## config.mk

```make
export PLATFORM = sky130hd
export DESIGN_NAME = dacrc_top
export DESIGN_NICKNAME = d
export VERILOG_FILES = /design/src/hw/dacrc_pkg.sv /design/src/hw/dacrc_top.sv
export SDC_FILE = /design/constraint.sdc
export NUM_CORES = 1
export LEC_CHECK = 0
export BUFFER_PORTS_ARGS = -buffer_cell sky130_fd_sc_hd__buf_2
export CAP_MARGIN = 20
export CORE_UTILIZATION = 48
export CTS_CLUSTER_SIZE = 10
export DETAILED_ROUTE_END_ITERATION = 7
export PLACE_DENSITY = 0.74
export SLEW_MARGIN = 20
export SYNTH_ARGS = -nofsm -noshare
export SYNTH_HDL_FRONTEND = slang
export SYNTH_SLANG_ARGS = --single-unit
export TNS_END_PERCENT = 30
```

## constraint.sdc

```tcl
create_clock -name mclk_i -period 1.1 [get_ports mclk_i]
set_input_delay 0.275 -clock mclk_i [delete_from_list [all_inputs] [get_ports mclk_i]]
set_output_delay 0.275 -clock mclk_i [all_outputs]
set_load 0.02 [all_outputs]
```

## src/hw/dacrc_pkg.sv

```systemverilog
/*
  package for the converter register control block: sfr addresses, control bit
  positions, reset values and the packed carrier for the analog controls.
  assumes an 8-bit sfr address and data bus from the core.
*/
package dacrc_pkg;
  localparam int unsigned DACRC_ADDR_W = 8;
  localparam int unsigned DACRC_DATA_W = 8;
  localparam int unsigned DACRC_CONV_W = 12;
  localparam logic [7:0] DACRC_ADDR_DATA_LOW = 8'hfb;
  localparam logic [7:0] DACRC_ADDR_DATA_HIGH = 8'hfc;
  localparam logic [7:0] DACRC_ADDR_CONTROL = 8'hfd;
  localparam logic [7:0] DACRC_RST_DATA_LOW = 8'h00;
  localparam logic [7:0] DACRC_RST_DATA_HIGH = 8'h00;
  localparam logic [7:0] DACRC_RST_CONTROL = 8'h00;
  localparam logic [11:0] DACRC_RST_CONV = 12'h000;
  localparam int unsigned DACRC_BIT_POWER_EN = 0;
  localparam int unsigned DACRC_BIT_CLEAR_N = 1;
  localparam int unsigned DACRC_BIT_RANGE = 2;
  localparam int unsigned DACRC_BIT_BYTE_MODE = 3;
  localparam int unsigned DACRC_BIT_ROUTE = 4;
  localparam logic [7:0] DACRC_CONTROL_MASK = 8'h1f;

  typedef struct packed {
    logic output_route_select;
    logic range_select;
    logic power_down;
    logic [11:0] conv_word;
  } dacrc_analog_t;
endpackage : dacrc_pkg

```

## src/hw/dacrc_top.sv

```systemverilog
/*
  converter register control: three sfr registers, word assembly and the
  controls to the analog converter section.
  assumes the core drives write and read strobes synchronous to mclk_i.
*/
`timescale 1ns/10ps
// Notes on behaviour
// RULE1: in 12-bit mode the converter word updates only when the low byte is written
// RULE2: software should write the high byte first, then the low byte
// RULE3: 12-bit word is right-justified: low byte bits 7..0, high nibble bits 11..8
// RULE4: control bit 3 puts low byte on top eight bits, bottom four forced zero
// RULE5: control bit 4 picks the output route, set is the alternate pin
// RULE6: control bit 2 picks range, set is supply, clear is internal reference
// RULE7: control bit 1 low holds both data registers at zero
// RULE8: control bit 0 low asserts power-down to the analog section
// RULE9: control bits 7..5 are reserved, have no function and read as zero
// RULE10: upper high nibble ignored; 8-bit mode updates on each low byte write
module dacrc_top (
  input wire logic mclk_i,
  input wire logic resetn_i,
  input wire logic [dacrc_pkg::DACRC_ADDR_W-1:0] sfr_addr_i,
  input wire logic [dacrc_pkg::DACRC_DATA_W-1:0] sfr_wdata_i,
  input wire logic sfr_wr_i,
  input wire logic sfr_rd_i,
  output logic [dacrc_pkg::DACRC_DATA_W-1:0] sfr_rdata_o,
  output logic sfr_sel_o,
  output dacrc_pkg::dacrc_analog_t analog_o
);
  import dacrc_pkg::*;

  // ************************************************************
  // elaboration checks
  // ************************************************************
  // the word assembly below is written for an 8-bit sfr bus and a 12-bit word
  if (DACRC_ADDR_W != 8) begin : g_chk_addr_w
    $error("dacrc_top: sfr address width must be 8");
  end
  if (DACRC_DATA_W != 8) begin : g_chk_data_w
    $error("dacrc_top: sfr data width must be 8");
  end
  if (DACRC_CONV_W != 12) begin : g_chk_conv_w
    $error("dacrc_top: converter word width must be 12");
  end
  if ((DACRC_ADDR_DATA_LOW == DACRC_ADDR_DATA_HIGH) ||
      (DACRC_ADDR_DATA_LOW == DACRC_ADDR_CONTROL) ||
      (DACRC_ADDR_DATA_HIGH == DACRC_ADDR_CONTROL)) begin : g_chk_addr
    $error("dacrc_top: register addresses must differ");
  end
  if (DACRC_CONTROL_MASK[7:5] != 3'h0) begin : g_chk_mask
    $error("dacrc_top: reserved control bits must stay masked");
  end
  if (!DACRC_CONTROL_MASK[DACRC_BIT_POWER_EN] || !DACRC_CONTROL_MASK[DACRC_BIT_CLEAR_N] ||
      !DACRC_CONTROL_MASK[DACRC_BIT_RANGE] || !DACRC_CONTROL_MASK[DACRC_BIT_BYTE_MODE] ||
      !DACRC_CONTROL_MASK[DACRC_BIT_ROUTE]) begin : g_chk_bits
    $error("dacrc_top: control bit positions must lie inside the kept field");
  end

  // ************************************************************
  // register state
  // ************************************************************
  logic [7:0] conv_data_low_q, conv_data_low_d;
  logic [7:0] conv_data_high_q, conv_data_high_d;
  logic [7:0] converter_control_q, converter_control_d;
  logic [11:0] conv_word_q, conv_word_d;
  logic [7:0] rdata_q, rdata_d;
  logic sel_q, sel_d;
  logic wr_low, wr_high, wr_ctrl;
  logic rd_low, rd_high, rd_ctrl;
  logic clear_n, byte_mode;

  // ************************************************************
  // address decode
  // ************************************************************
  // unmapped addresses leave every strobe low, so they neither write nor select
  always_comb begin
    wr_low = 1'b0;
    wr_high = 1'b0;
    wr_ctrl = 1'b0;
    rd_low = 1'b0;
    rd_high = 1'b0;
    rd_ctrl = 1'b0;
    if (sfr_addr_i == DACRC_ADDR_DATA_LOW) begin
      wr_low = sfr_wr_i;
      rd_low = sfr_rd_i;
    end else if (sfr_addr_i == DACRC_ADDR_DATA_HIGH) begin
      wr_high = sfr_wr_i;
      rd_high = sfr_rd_i;
    end else if (sfr_addr_i == DACRC_ADDR_CONTROL) begin
      wr_ctrl = sfr_wr_i;
      rd_ctrl = sfr_rd_i;
    end
  end

  // a control write that clears data takes effect on the same edge
  assign clear_n = wr_ctrl ? sfr_wdata_i[DACRC_BIT_CLEAR_N]
                           : converter_control_q[DACRC_BIT_CLEAR_N];
  assign byte_mode = converter_control_q[DACRC_BIT_BYTE_MODE];

  // ************************************************************
  // control register
  // ************************************************************
  // enable, range, route and mode act from the edge after the write
  always_comb begin
    converter_control_d = converter_control_q;
    if (wr_ctrl) begin
      // reserved bits are never stored, so they cannot steer anything
      converter_control_d = sfr_wdata_i & DACRC_CONTROL_MASK; // RULE9
    end
  end

  always_ff @(posedge mclk_i or negedge resetn_i) begin
    if (!resetn_i) begin
      converter_control_q <= DACRC_RST_CONTROL;
    end else begin
      converter_control_q <= converter_control_d;
    end
  end

  // ************************************************************
  // data registers
  // ************************************************************
  // after reset the clear bit is low, so data writes do nothing until it is set
  always_comb begin
    conv_data_low_d = conv_data_low_q;
    conv_data_high_d = conv_data_high_q;
    if (wr_low) begin
      conv_data_low_d = sfr_wdata_i;
    end
    if (wr_high) begin
      // the whole byte is kept for readback; only its low nibble reaches the word
      conv_data_high_d = sfr_wdata_i; // RULE10
    end
    // clear wins over any data write in the same cycle
    if (!clear_n) begin
      conv_data_low_d = DACRC_RST_DATA_LOW; // RULE7
      conv_data_high_d = DACRC_RST_DATA_HIGH; // RULE7
    end
  end

  always_ff @(posedge mclk_i or negedge resetn_i) begin
    if (!resetn_i) begin
      conv_data_low_q <= DACRC_RST_DATA_LOW;
      conv_data_high_q <= DACRC_RST_DATA_HIGH;
    end else begin
      conv_data_low_q <= conv_data_low_d;
      conv_data_high_q <= conv_data_high_d;
    end
  end

  // ************************************************************
  // converter word
  // ************************************************************
  // a high byte write alone never reaches the converter, so software can stage
  // the top nibble without showing an intermediate value
  always_comb begin
    conv_word_d = conv_word_q;
    if (wr_low) begin
      if (byte_mode) begin
        conv_word_d = {sfr_wdata_i, 4'h0}; // RULE4 RULE10
      end else begin
        conv_word_d = {conv_data_high_q[3:0], sfr_wdata_i}; // RULE1 RULE3 RULE10
      end
    end
    // a mode change alone keeps the word; the next low byte write applies it
    if (!clear_n) begin
      conv_word_d = DACRC_RST_CONV; // RULE7
    end
  end

  always_ff @(posedge mclk_i or negedge resetn_i) begin
    if (!resetn_i) begin
      conv_word_q <= DACRC_RST_CONV;
    end else begin
      conv_word_q <= conv_word_d;
    end
  end

  // ************************************************************
  // read path
  // ************************************************************
  // registered so the data comes from a flop; it stands for one cycle only,
  // and a read in the cycle of a write shows the value from before the write
  always_comb begin
    rdata_d = 8'h00;
    sel_d = 1'b0;
    if (rd_low) begin
      rdata_d = conv_data_low_q;
      sel_d = 1'b1;
    end else if (rd_high) begin
      rdata_d = conv_data_high_q;
      sel_d = 1'b1;
    end else if (rd_ctrl) begin
      rdata_d = converter_control_q; // RULE9
      sel_d = 1'b1;
    end
  end

  always_ff @(posedge mclk_i or negedge resetn_i) begin
    if (!resetn_i) begin
      rdata_q <= 8'h00;
      sel_q <= 1'b0;
    end else begin
      rdata_q <= rdata_d;
      sel_q <= sel_d;
    end
  end

  // ************************************************************
  // outputs
  // ************************************************************
  assign sfr_rdata_o = rdata_q;
  assign sfr_sel_o = sel_q;
  assign analog_o.conv_word = conv_word_q;
  assign analog_o.output_route_select = converter_control_q[DACRC_BIT_ROUTE]; // RULE5
  assign analog_o.range_select = converter_control_q[DACRC_BIT_RANGE]; // RULE6
  // reset leaves the enable low, so the converter starts powered down
  assign analog_o.power_down = ~converter_control_q[DACRC_BIT_POWER_EN]; // RULE8
endmodule : dacrc_top

```

==> flow_summary_export.csv, run 1 <==
group,metric,value,unit
sta,grt_setup_unrepaired,"yes",
clocking,cts_tree,"built",
sta,fin_crit,1.18,ns
global_route,grt_start_max_net_pins,43,
final_layout,nNetsFinal,259,
yosys,yosysTopAreaCell,"dfrtp_1",
placed_design,post-place-ws,-0.494,ns
sta,tns,-0.787,ns
critical_path,rr_worst_depth,4,
yosys,syn_nets,192,
route,wl_per_cell,18.4,um
route,drt_wl_total,5250,um
critical_path,crit_path_end_kind,"flip-flop",
critical_path,r2r-start,"converter_control_q[1]",
global_route,grtUsageTotal,25.9,%
yosys,synth_cell_types,30,
critical_path,crit_end,"conv_data_high_q[1]",
global_route,antenna_found_initial,0,
clocking,root_buffer,"clkbuf_8",
final_layout,n_antenna_cell,0,
floorplanning,die_h,65.6,um
route,ant_nets,0,
yosys,synth-main-ff-cell,"dfrtp_1",
clocking,clk_pin_slew,0.08,ns
critical_path,worstReg2RegEnd,"conv_data_high_q[1]",
pwr,cellPowerDensity,1050,nW/um2
route,drtIter0Drc,96,
sta,finClkSkew,0.00815,ns
hold_path,hold_path.class,"in -> reg",
yosys,syn_area_per_cell,11.3,um2
clocking,clk_path_buf_depth,2,
sta,max_freq,845,MHz
sta,setup-violations-final,36,
floorplanning,initial_utilization,51.4,%
sta,final_hold_viol_count,0,
pwr,p_leak,1.21,nW
floorplanning,die_w,65.6,um
critical_path,crit_required,1.27,ns
clocking,cts_made_buffers,5,
route,first_pass_iters,4,
yosys,synth-edff-count,0,
placed_design,placed_area,2340,um2
critical_path,rrSetupSlack,-0.08,ns
placed_design,place_congestion,0.767,
placed_design,io_buffers,43,
critical_path,cp.arrival,1.35,ns
pwr,ir_drop,0.840,mV
floorplanning,io_pins,44,
floorplanning,dieArea,4300,um2
yosys,synth_seq_cells,42,
yosys,yosys.cell_count.top_type,"dfrtp_1",
run,cap_viol_max_count,0,
yosys,syn_inst,172,
clocking,clock-sinks,42,
route,via_per_inst,5.68,
sta,tightest_slew,0.252,ns
outcome,violations,"setup timing",
global_route,grt_pass1_vias,1659,
route,drc,0,
critical_path,criticalPathCategory,"reg -> reg",
final_layout,layout-drive-gt1-share,44.1,%
outcome,status,"finished with violations",
yosys,synth_area_leaders,"dfrtp_1, mux2i_1, nand2_1, nor2_1, a21oi_1",
route,vias,1625,
sta,worst_slack,-0.0833,ns
critical_path,crit_fanout,4,
yosys,ys_async_sr_fraction,100,%
yosys,ys_seq_area_share,54.2,%
clocking,h-tree-depth,2,
clocking,clock_latency,0.29,ns
yosys,yosys_warnings,0,
final_layout,areaGrowthSynthToFinish,37.4,%
global_route,grt_first_pass_wirelength,8070,um
final_layout,postLayoutCoreUtil,70.6,%
sta,drv_slew,0,
yosys,yosysTopAreaCellShare,54.2,%
yosys,netlist_area,1940,um2
sta,fin_crit_sh,108,%
critical_path,startpoint,"converter_control_q[1]",
yosys,synthTopCellsByCount,"dfrtp_1, mux2i_1, nand2_1, nor2_1, a21oi_1",
sta,slew_headroom,82.8,%
floorplanning,row_count,22,
global_route,gr-total-overflow,0,
sta,timing.hold.ws,0.266,ns
placed_design,hpwl,3210,um
critical_path,startpoint_type,"flip-flop",
final_layout,fin_area,2660,um2
floorplanning,core,3770,um2
layout make-up:
| class | count | area, um2 |
|---|---|---|
| Timing Repair Buffer | 73 | 592 |
| Multi-Input combinational cell | 114 | 867 |
| Sequential cell | 42 | 1050 |
| Clock buffer | 6 | 82.6 |
| Tap cell | 48 | 60.1 |
| Fill cell | 278 | 1110 |
| Inverter | 3 | 11.3 |
power breakdown:
group          internal, W  switching, W
logic             0.000137      0.000156
registers          0.00155    0.00000863
clock network     0.000484      0.000469
total              0.00217      0.000634
worst min path at each step:
stage | end | start | slack (ns) | depth (start not counted)
after floorplan | conv_data_high_q[0] | resetn_i | -0.02 | 0
after global placement | sfr_sel_o | resetn_i | 0.26 | 2
after detailed placement | sfr_sel_o | resetn_i | 0.27 | 2
after CTS | conv_data_low_q[3] | sfr_wdata_i[3] | 0.26 | 3
after global routing | conv_data_low_q[0] | sfr_wdata_i[0] | 0.27 | 3
final | conv_data_low_q[3] | sfr_wdata_i[3] | 0.27 | 3
routing by layer:
| metal | global-route usage (%) | up-vias | wire [um] |
|---|---|---|---|
| met3 | 4.34 | 15 | 283 |
| met2 | 45.9 | 68 | 2650 |
| met5 | 0 | - | 0 |
| li1 | - | 737 | - |
| met1 | 31.1 | 805 | 2150 |
| met4 | 10.1 | 0 | 160 |
worst max-delay path: stages (launching register included):
cell and delay, ns:
dfrtp_1 0.43, buf_4 0.17, mux2_2 0.27, nand2_1 0.09, o21ai_0 0.09
cell usage in the layout (no fill, tap or decap), drive strengths merged, types with 3 or more instances in the layout:
cell type / count
a211oi: 8
a21oi: 13
a32o: 3
and4: 3
buf: 71
clkbuf: 7
dfrtp: 42
inv: 3
mux2: 5
mux2i: 21
nand2: 19
nand3: 3
nand3b: 4
nand4: 3
nor2: 18
o2bb2ai: 5
flip-flops by register name (all words and copies together) (netlist names):
signal               cells
conv_data_low_q          8
conv_data_high_q         8
converter_control_q      5
sfr_sel_o                1
conv_word_q             12
sfr_rdata_o              8
logic make-up after synthesis:
family / synth area share (%)
muxes: 14.4
DFF: 54.2
AOI/OAI and AO/OA: 11.4
buffers and inverters: 4.71
and+or+nand+nor: 15.3
timing repair:
item	CTS	global route
hold endpoints to repair	42	0
pin swaps	5	8
resized for setup	20	20
endpoints found under the setup margin	57	61
cloned	1	2
hold buffers	1	0
setup buffers	2	5
metrics by stage:
step / total power, W / instances
floorplan: 0.00169 / 172
detailed placement: 0.00184 / 271
CTS: 0.00282 / 281
global placement: 0.00183 / 271
finish: 0.00281 / 286
global route: 0.00293 / 286
Note: power is estimated with default switching activity, not from simulation.
==> run 2, diff against run 1 <==
--- a/config.mk
+++ b/config.mk
@@ -7,10 +7,13 @@
 export LEC_CHECK = 0
 export BUFFER_PORTS_ARGS = -buffer_cell sky130_fd_sc_hd__buf_2
 export CAP_MARGIN = 20
+export CORE_MARGIN = 10
 export CORE_UTILIZATION = 48
 export CTS_CLUSTER_SIZE = 10
 export DETAILED_ROUTE_END_ITERATION = 7
+export MAX_ROUTING_LAYER = met4
 export PLACE_DENSITY = 0.74
+export SETUP_SLACK_MARGIN = 0.05
 export SLEW_MARGIN = 20
 export SYNTH_ARGS = -nofsm -noshare
 export SYNTH_HDL_FRONTEND = slang
==> flow_summary_export.csv, run 2 (same netlist as run 1, synthesis figures left out) <==
group,metric,value,unit
sta,fin_crit_sh,108,%
sta,fin_crit,1.19,ns
critical_path,criticalPathCategory,"in -> reg",
route,vias,1598,
outcome,status,"finished with violations",
global_route,gr-total-overflow,0,
placed_design,post-place-ws,-0.465,ns
route,first_pass_iters,4,
final_layout,final_common_cell,"dfrtp_1",
pwr,p_leak,1.23,nW
clocking,clk_pin_slew,0.07,ns
route,wl_per_cell,18.0,um
placed_design,dp_cells,276,
global_route,grt_start_max_net_pins,41,
critical_path,critPathSlowestCell,"and4_4",
sta,slew_headroom,78.3,%
floorplanning,core,3940,um2
sta,tightest_slew,0.319,ns
sta,max_freq,839,MHz
placed_design,place_congestion,0.765,
outcome,violations,"setup timing",
placed_design,io_buffers,43,
final_layout,regMostFlops,"conv_word_q",
sta,setup-violations-final,38,
critical_path,crit_path_max_incr_delay,0.27,ns
final_layout,areaGrowthSynthToFinish,44.4,%
floorplanning,initial_utilization,49.2,%
final_layout,nNetsFinal,261,
route,drc,0,
clocking,cts_made_buffers,5,
critical_path,crit_chain,"buf_6 > and4_4 > buf_6 > and4_4 > buf_12 > mux2i_4 > nor2_2",
final_layout,layout-drive-gt1-share,50.0,%
final_layout,postLayoutCoreUtil,71.0,%
sta,grt_setup_unrepaired,"yes",
global_route,antenna_found_initial,0,
sta,finClkSkew,0.00787,ns
sta,worst_slack,-0.0921,ns
final_layout,final_cells,290,
sta,final_hold_viol_count,0,
clocking,clock_latency,0.29,ns
route,drtIter0Drc,89,
pwr,cellPowerDensity,1010,nW/um2
final_layout,largest_reg_flops,12,
hold_path,hold_path.class,"in -> reg",
final_layout,n_antenna_cell,0,
floorplanning,row_count,23,
critical_path,crit_fanout,7,
route,drt_wl_total,5210,um
floorplanning,die_w,83.6,um
clocking,cts_tree,"built",
clocking,clock-sinks,42,
route,via_per_inst,5.51,
critical_path,crit_path_end_kind,"flip-flop",
sta,drv_slew,0,
floorplanning,io_pins,44,
run,cap_viol_max_count,0,
critical_path,cp.arrival,1.37,ns
placed_design,hpwl,3390,um
clocking,h-tree-depth,2,
global_route,grt_pass1_vias,1667,
floorplanning,dieArea,6980,um2
pwr,ir_drop,0.970,mV
critical_path,startpoint_type,"input pin",
floorplanning,die_h,83.6,um
global_route,grtUsageTotal,14.9,%
clocking,root_buffer,"clkbuf_8",
global_route,grt_first_pass_wirelength,8330,um
clocking,clk_path_buf_depth,2,
critical_path,path_delay_family,"simple AND/OR/NAND/NOR gates",
route,ant_nets,0,
final_layout,final_cell_mix,"dfrtp_1, buf_6, buf_2, buf_4, nand2_1",
critical_path,crit_buf_inv,3,
critical_path,crit_required,1.28,ns
[run 2: cell count changes in the layout (fill, tap and decap cells not counted), sizes merged]
cell | previous run | this run
buf | 71 | 74
clkbuf | 7 | 6
[run 2: layer usage]
layer  part of all wire, %  GRT usage (%)
met4                   1.2           5.18
met2                    50           23.6
met3                   6.1           3.91
met5                     0              -
met1                    43           17.9
[run 2: area by class of cell]
cell class                      instances  area [um2]
Clock buffer                            6        82.6
Fill cell                             285        1140
Inverter                                3        11.3
Multi-Input combinational cell        114         923
Sequential cell                        42        1050
Tap cell                               50        62.6
Timing Repair Buffer                   75         667
[run 2: repair_timing]
item	CTS	global route
cloned	1	1
setup buffers	4	1
endpoints found under the hold margin	37	0
hold buffers	1	0
setup endpoints to repair	64	65
pin swaps	6	8
gates resized for setup	47	34
[run 2: per-stage QoR]
step	hold slack, ns	instance area [um2]	setup TNS (ns)	total power [W]
floorplan	-0.0206	1950	-9.31	0.00169
global placement	0.0840	2350	-14.71	0.00183
detailed placement	0.0849	2350	-15.23	0.00184
CTS	0.254	2670	-1.75	0.00284
global route	0.277	2800	-3.51	0.00294
finish	0.262	2800	-1.79	0.00283
[run 2: path summary, 6_finish.rpt]
path,startpoint,endpoint,slack (ns),cells after the start
setup / recovery,sfr_addr_i[7],conv_data_high_q[2],-0.09,7
hold / removal,sfr_wdata_i[6],conv_data_low_q[6],0.26,3
setup reg to reg,converter_control_q[3],conv_word_q[1],-0.03,2
hold reg to reg,conv_data_low_q[4],sfr_rdata_o[4],0.49,1
max in group asynchronous,resetn_i,converter_control_q[1],0.37,3
min in group asynchronous,resetn_i,sfr_rdata_o[5],0.31,2
[run 2: tightest hold or removal path: stages]
cell and delay (ns):
buf_2 0.13, nand2_1 0.06, a21oi_1 0.05
[run 2: power by group]
part	leakage, nW	internal (W)	total (W)	switching [W]
combinational	0.599	0.000146	0.000300	0.000154
sequential	0.583	0.00155	0.00156	0.0000104
clock	0.0431	0.000484	0.000969	0.000485
==> run 3, diff against run 2 <==
--- a/config.mk
+++ b/config.mk
@@ -5,14 +5,15 @@
 export SDC_FILE = /design/constraint.sdc
 export NUM_CORES = 1
 export LEC_CHECK = 0
+export ABC_AREA = 1
 export BUFFER_PORTS_ARGS = -buffer_cell sky130_fd_sc_hd__buf_2
 export CAP_MARGIN = 20
 export CORE_MARGIN = 10
-export CORE_UTILIZATION = 48
+export CORE_UTILIZATION = 49
 export CTS_CLUSTER_SIZE = 10
 export DETAILED_ROUTE_END_ITERATION = 7
 export MAX_ROUTING_LAYER = met4
-export PLACE_DENSITY = 0.74
+export PLACE_DENSITY = 0.75
 export SETUP_SLACK_MARGIN = 0.05
 export SLEW_MARGIN = 20
 export SYNTH_ARGS = -nofsm -noshare
==> flow_summary_export.csv, run 3 <==
group,metric,value,unit
pwr,power.total,0.00298,W
sta,final_hold_viol_count,0,
critical_path,crit_fanout,8,
final_layout,layout-drive-gt1-share,47.8,%
sta,fin_crit_sh,112,%
clocking,clk_pin_slew,0.09,ns
yosys,ys_seq_area_share,49.7,%
placed_design,post-place-ws,-0.314,ns
route,via_per_inst,5.85,
critical_path,cp.arrival,1.46,ns
sta,grt_setup_unrepaired,"yes",
final_layout,final_cells,368,
sta,fin_crit,1.23,ns
final_layout,regMostFlops,"conv_word_q",
hold_path,hold_depth,3,
critical_path,rrSetupSlack,-0.06,ns
critical_path,rr_worst_depth,7,
route,wl_per_cell,19.2,um
floorplanning,die_w,85.7,um
final_layout,areaGrowthSynthToFinish,53.2,%
global_route,gr-total-overflow,0,
clocking,clk_path_buf_depth,2,
yosys,synth-edff-count,0,
final_layout,final_cell_mix,"nand2_1, dfrtp_1, nand3_2, buf_6, buf_4",
route,ant_nets,0,
yosys,syn_nets,265,
sta,max_freq,814,MHz
route,drtIter0Drc,284,
yosys,synthTopCellsByCount,"nand2_1, dfrtp_1, nand3_1, inv_1, o21ai_0",
global_route,grt_pass1_vias,1878,
route,first_pass_iters,6,
final_layout,nNetsFinal,337,
floorplanning,dieArea,7350,um2
critical_path,startpoint,"sfr_addr_i[1]",
placed_design,io_buffers,43,
sta,timing.hold.ws,0.256,ns
final_layout,postLayoutCoreUtil,79.3,%
clocking,root_buffer,"clkbuf_8",
sta,setup-violations-final,43,
yosys,syn_inst,245,
floorplanning,initial_utilization,51.8,%
yosys,yosysTopAreaCellShare,49.7,%
sta,tightest_slew,0.302,ns
outcome,violations,"setup timing",
critical_path,crit_required,1.33,ns
pwr,cellPowerDensity,920,nW/um2
yosys,yosys.cell_count.top_type,"nand2_1",
global_route,grt_start_max_net_pins,43,
run,cap_viol_max_count,0,
clocking,clock-sinks,42,
global_route,antenna_found_initial,0,
pwr,p_leak,1.66,nW
outcome,status,"finished with violations",
floorplanning,row_count,23,
yosys,netlist_area,2120,um2
sta,slew_headroom,79.8,%
route,drt_wl_total,7070,um
yosys,yosysTopAreaCell,"dfrtp_1",
placed_design,place_congestion,0.852,
critical_path,crit_path_end_kind,"flip-flop",
sta,worst_slack,-0.129,ns
yosys,synth_area_leaders,"dfrtp_1, nand2_1, nand3_1, nand3_2, inv_1",
hold_path,hold_end,"conv_data_low_q[4]",
yosys,yosys_warnings,0,
hold_path,hold_path.class,"in -> reg",
global_route,grtUsageTotal,15.3,%
final_layout,largest_reg_flops,12,
yosys,synth_cell_types,23,
floorplanning,die_h,85.7,um
final_layout,final_common_cell,"nand2_1",
clocking,cts_made_buffers,5,
sta,finClkSkew,0.0122,ns
sta,drv_slew,0,
yosys,syn_area_per_cell,8.64,um2
clocking,h-tree-depth,2,
route,vias,2153,
critical_path,worstReg2RegEnd,"conv_word_q[4]",
yosys,synth_seq_cells,42,
yosys,synth-main-ff-cell,"dfrtp_1",
critical_path,r2r-start,"converter_control_q[3]",
final_layout,n_antenna_cell,0,
critical_path,startpoint_type,"input pin",
clocking,clock_latency,0.30,ns
critical_path,criticalPathCategory,"in -> reg",
pwr,ir_drop,0.641,mV
yosys,ys_async_sr_fraction,100,%
floorplanning,core,4090,um2
hold_path,hold_start,"sfr_wdata_i[4]",
placed_design,dp_cells,341,
clocking,cts_tree,"built",
placed_design,hpwl,3750,um
floorplanning,io_pins,44,
route,drc,0,
global_route,grt_first_pass_wirelength,9080,um
[run 3: worst max path at each step]
stage / cells past startpoint / slack, ns / endpoint
2_1_floorplan: 10 / -0.12 / conv_data_high_q[7]
3_3_place_gp: 9 / -0.29 / conv_data_low_q[5]
3_5_place_dp: 8 / -0.31 / conv_data_low_q[3]
4_1_cts: 2 / -0.06 / analog_o[12]
5_1_grt: 8 / -0.16 / conv_data_high_q[3]
6_report: 9 / -0.13 / conv_data_high_q[3]
[run 3: kinds of logic (layout without fill, tap and decap cells)]
family,Yosys count,count (layout),synth area share [%]
DFF,42,42,49.7
AOI/OAI and AO/OA,24,24,6.09
and+or+nand+nor,131,132,32.1
muxes,7,7,3.31
buffers and inverters,41,113,8.87
[run 3: where the power goes]
group	total, W	internal (W)	switching [W]
clock network	0.00100	0.000449	0.000553
registers	0.00156	0.00155	0.00000999
logic	0.000420	0.000186	0.000233
total	0.00298	0.00219	0.000796
[run 3: worst max-delay path, cell delays in order]
cell	delay, ns
buf_12	0.11
inv_12	0.04
nand2_4	0.05
nor2_4	0.16
nand4_1	0.24
nand2_8	0.22
clkbuf_16	0.18
nand3_1	0.08
nand2_1	0.09
[run 3: what timing repair did]
item,4_1_cts,5_1_grt
pin swaps,2,17
endpoints found under the setup margin,48,56
hold endpoints to repair,42,0
hold buffers,1,0
gates resized for setup,47,66
gates cloned,0,8
buffers inserted,7,3
[run 3: layout make-up]
cell class	count	area, um2
sequential	42	1050
timing repair buffer	78	803
tap	50	62.6
inverter	27	119
clock inverter	2	13.8
clock buffer	6	72.6
multi-input combinational	163	1120
fill	232	846
[run 3: metrics by stage]
stage | setup TNS (ns) | cell area (um2)
after CTS | -0.281 | 2830
after floorplan | -1.53 | 2170
final | -2.15 | 3240
after detailed placement | -9.85 | 2540
after global placement | -9.24 | 2540
after global routing | -3.63 | 3240
[run 3: metal layers]
layer / part of all wire [%] / wire length [um] / global-route usage, %
met1: 39 / 2780 / 18.8
met4: 2.5 / 175 / 4.64
met5: 0 / 0 / -
met2: 51 / 3600 / 24.1
met3: 7.4 / 524 / 3.97
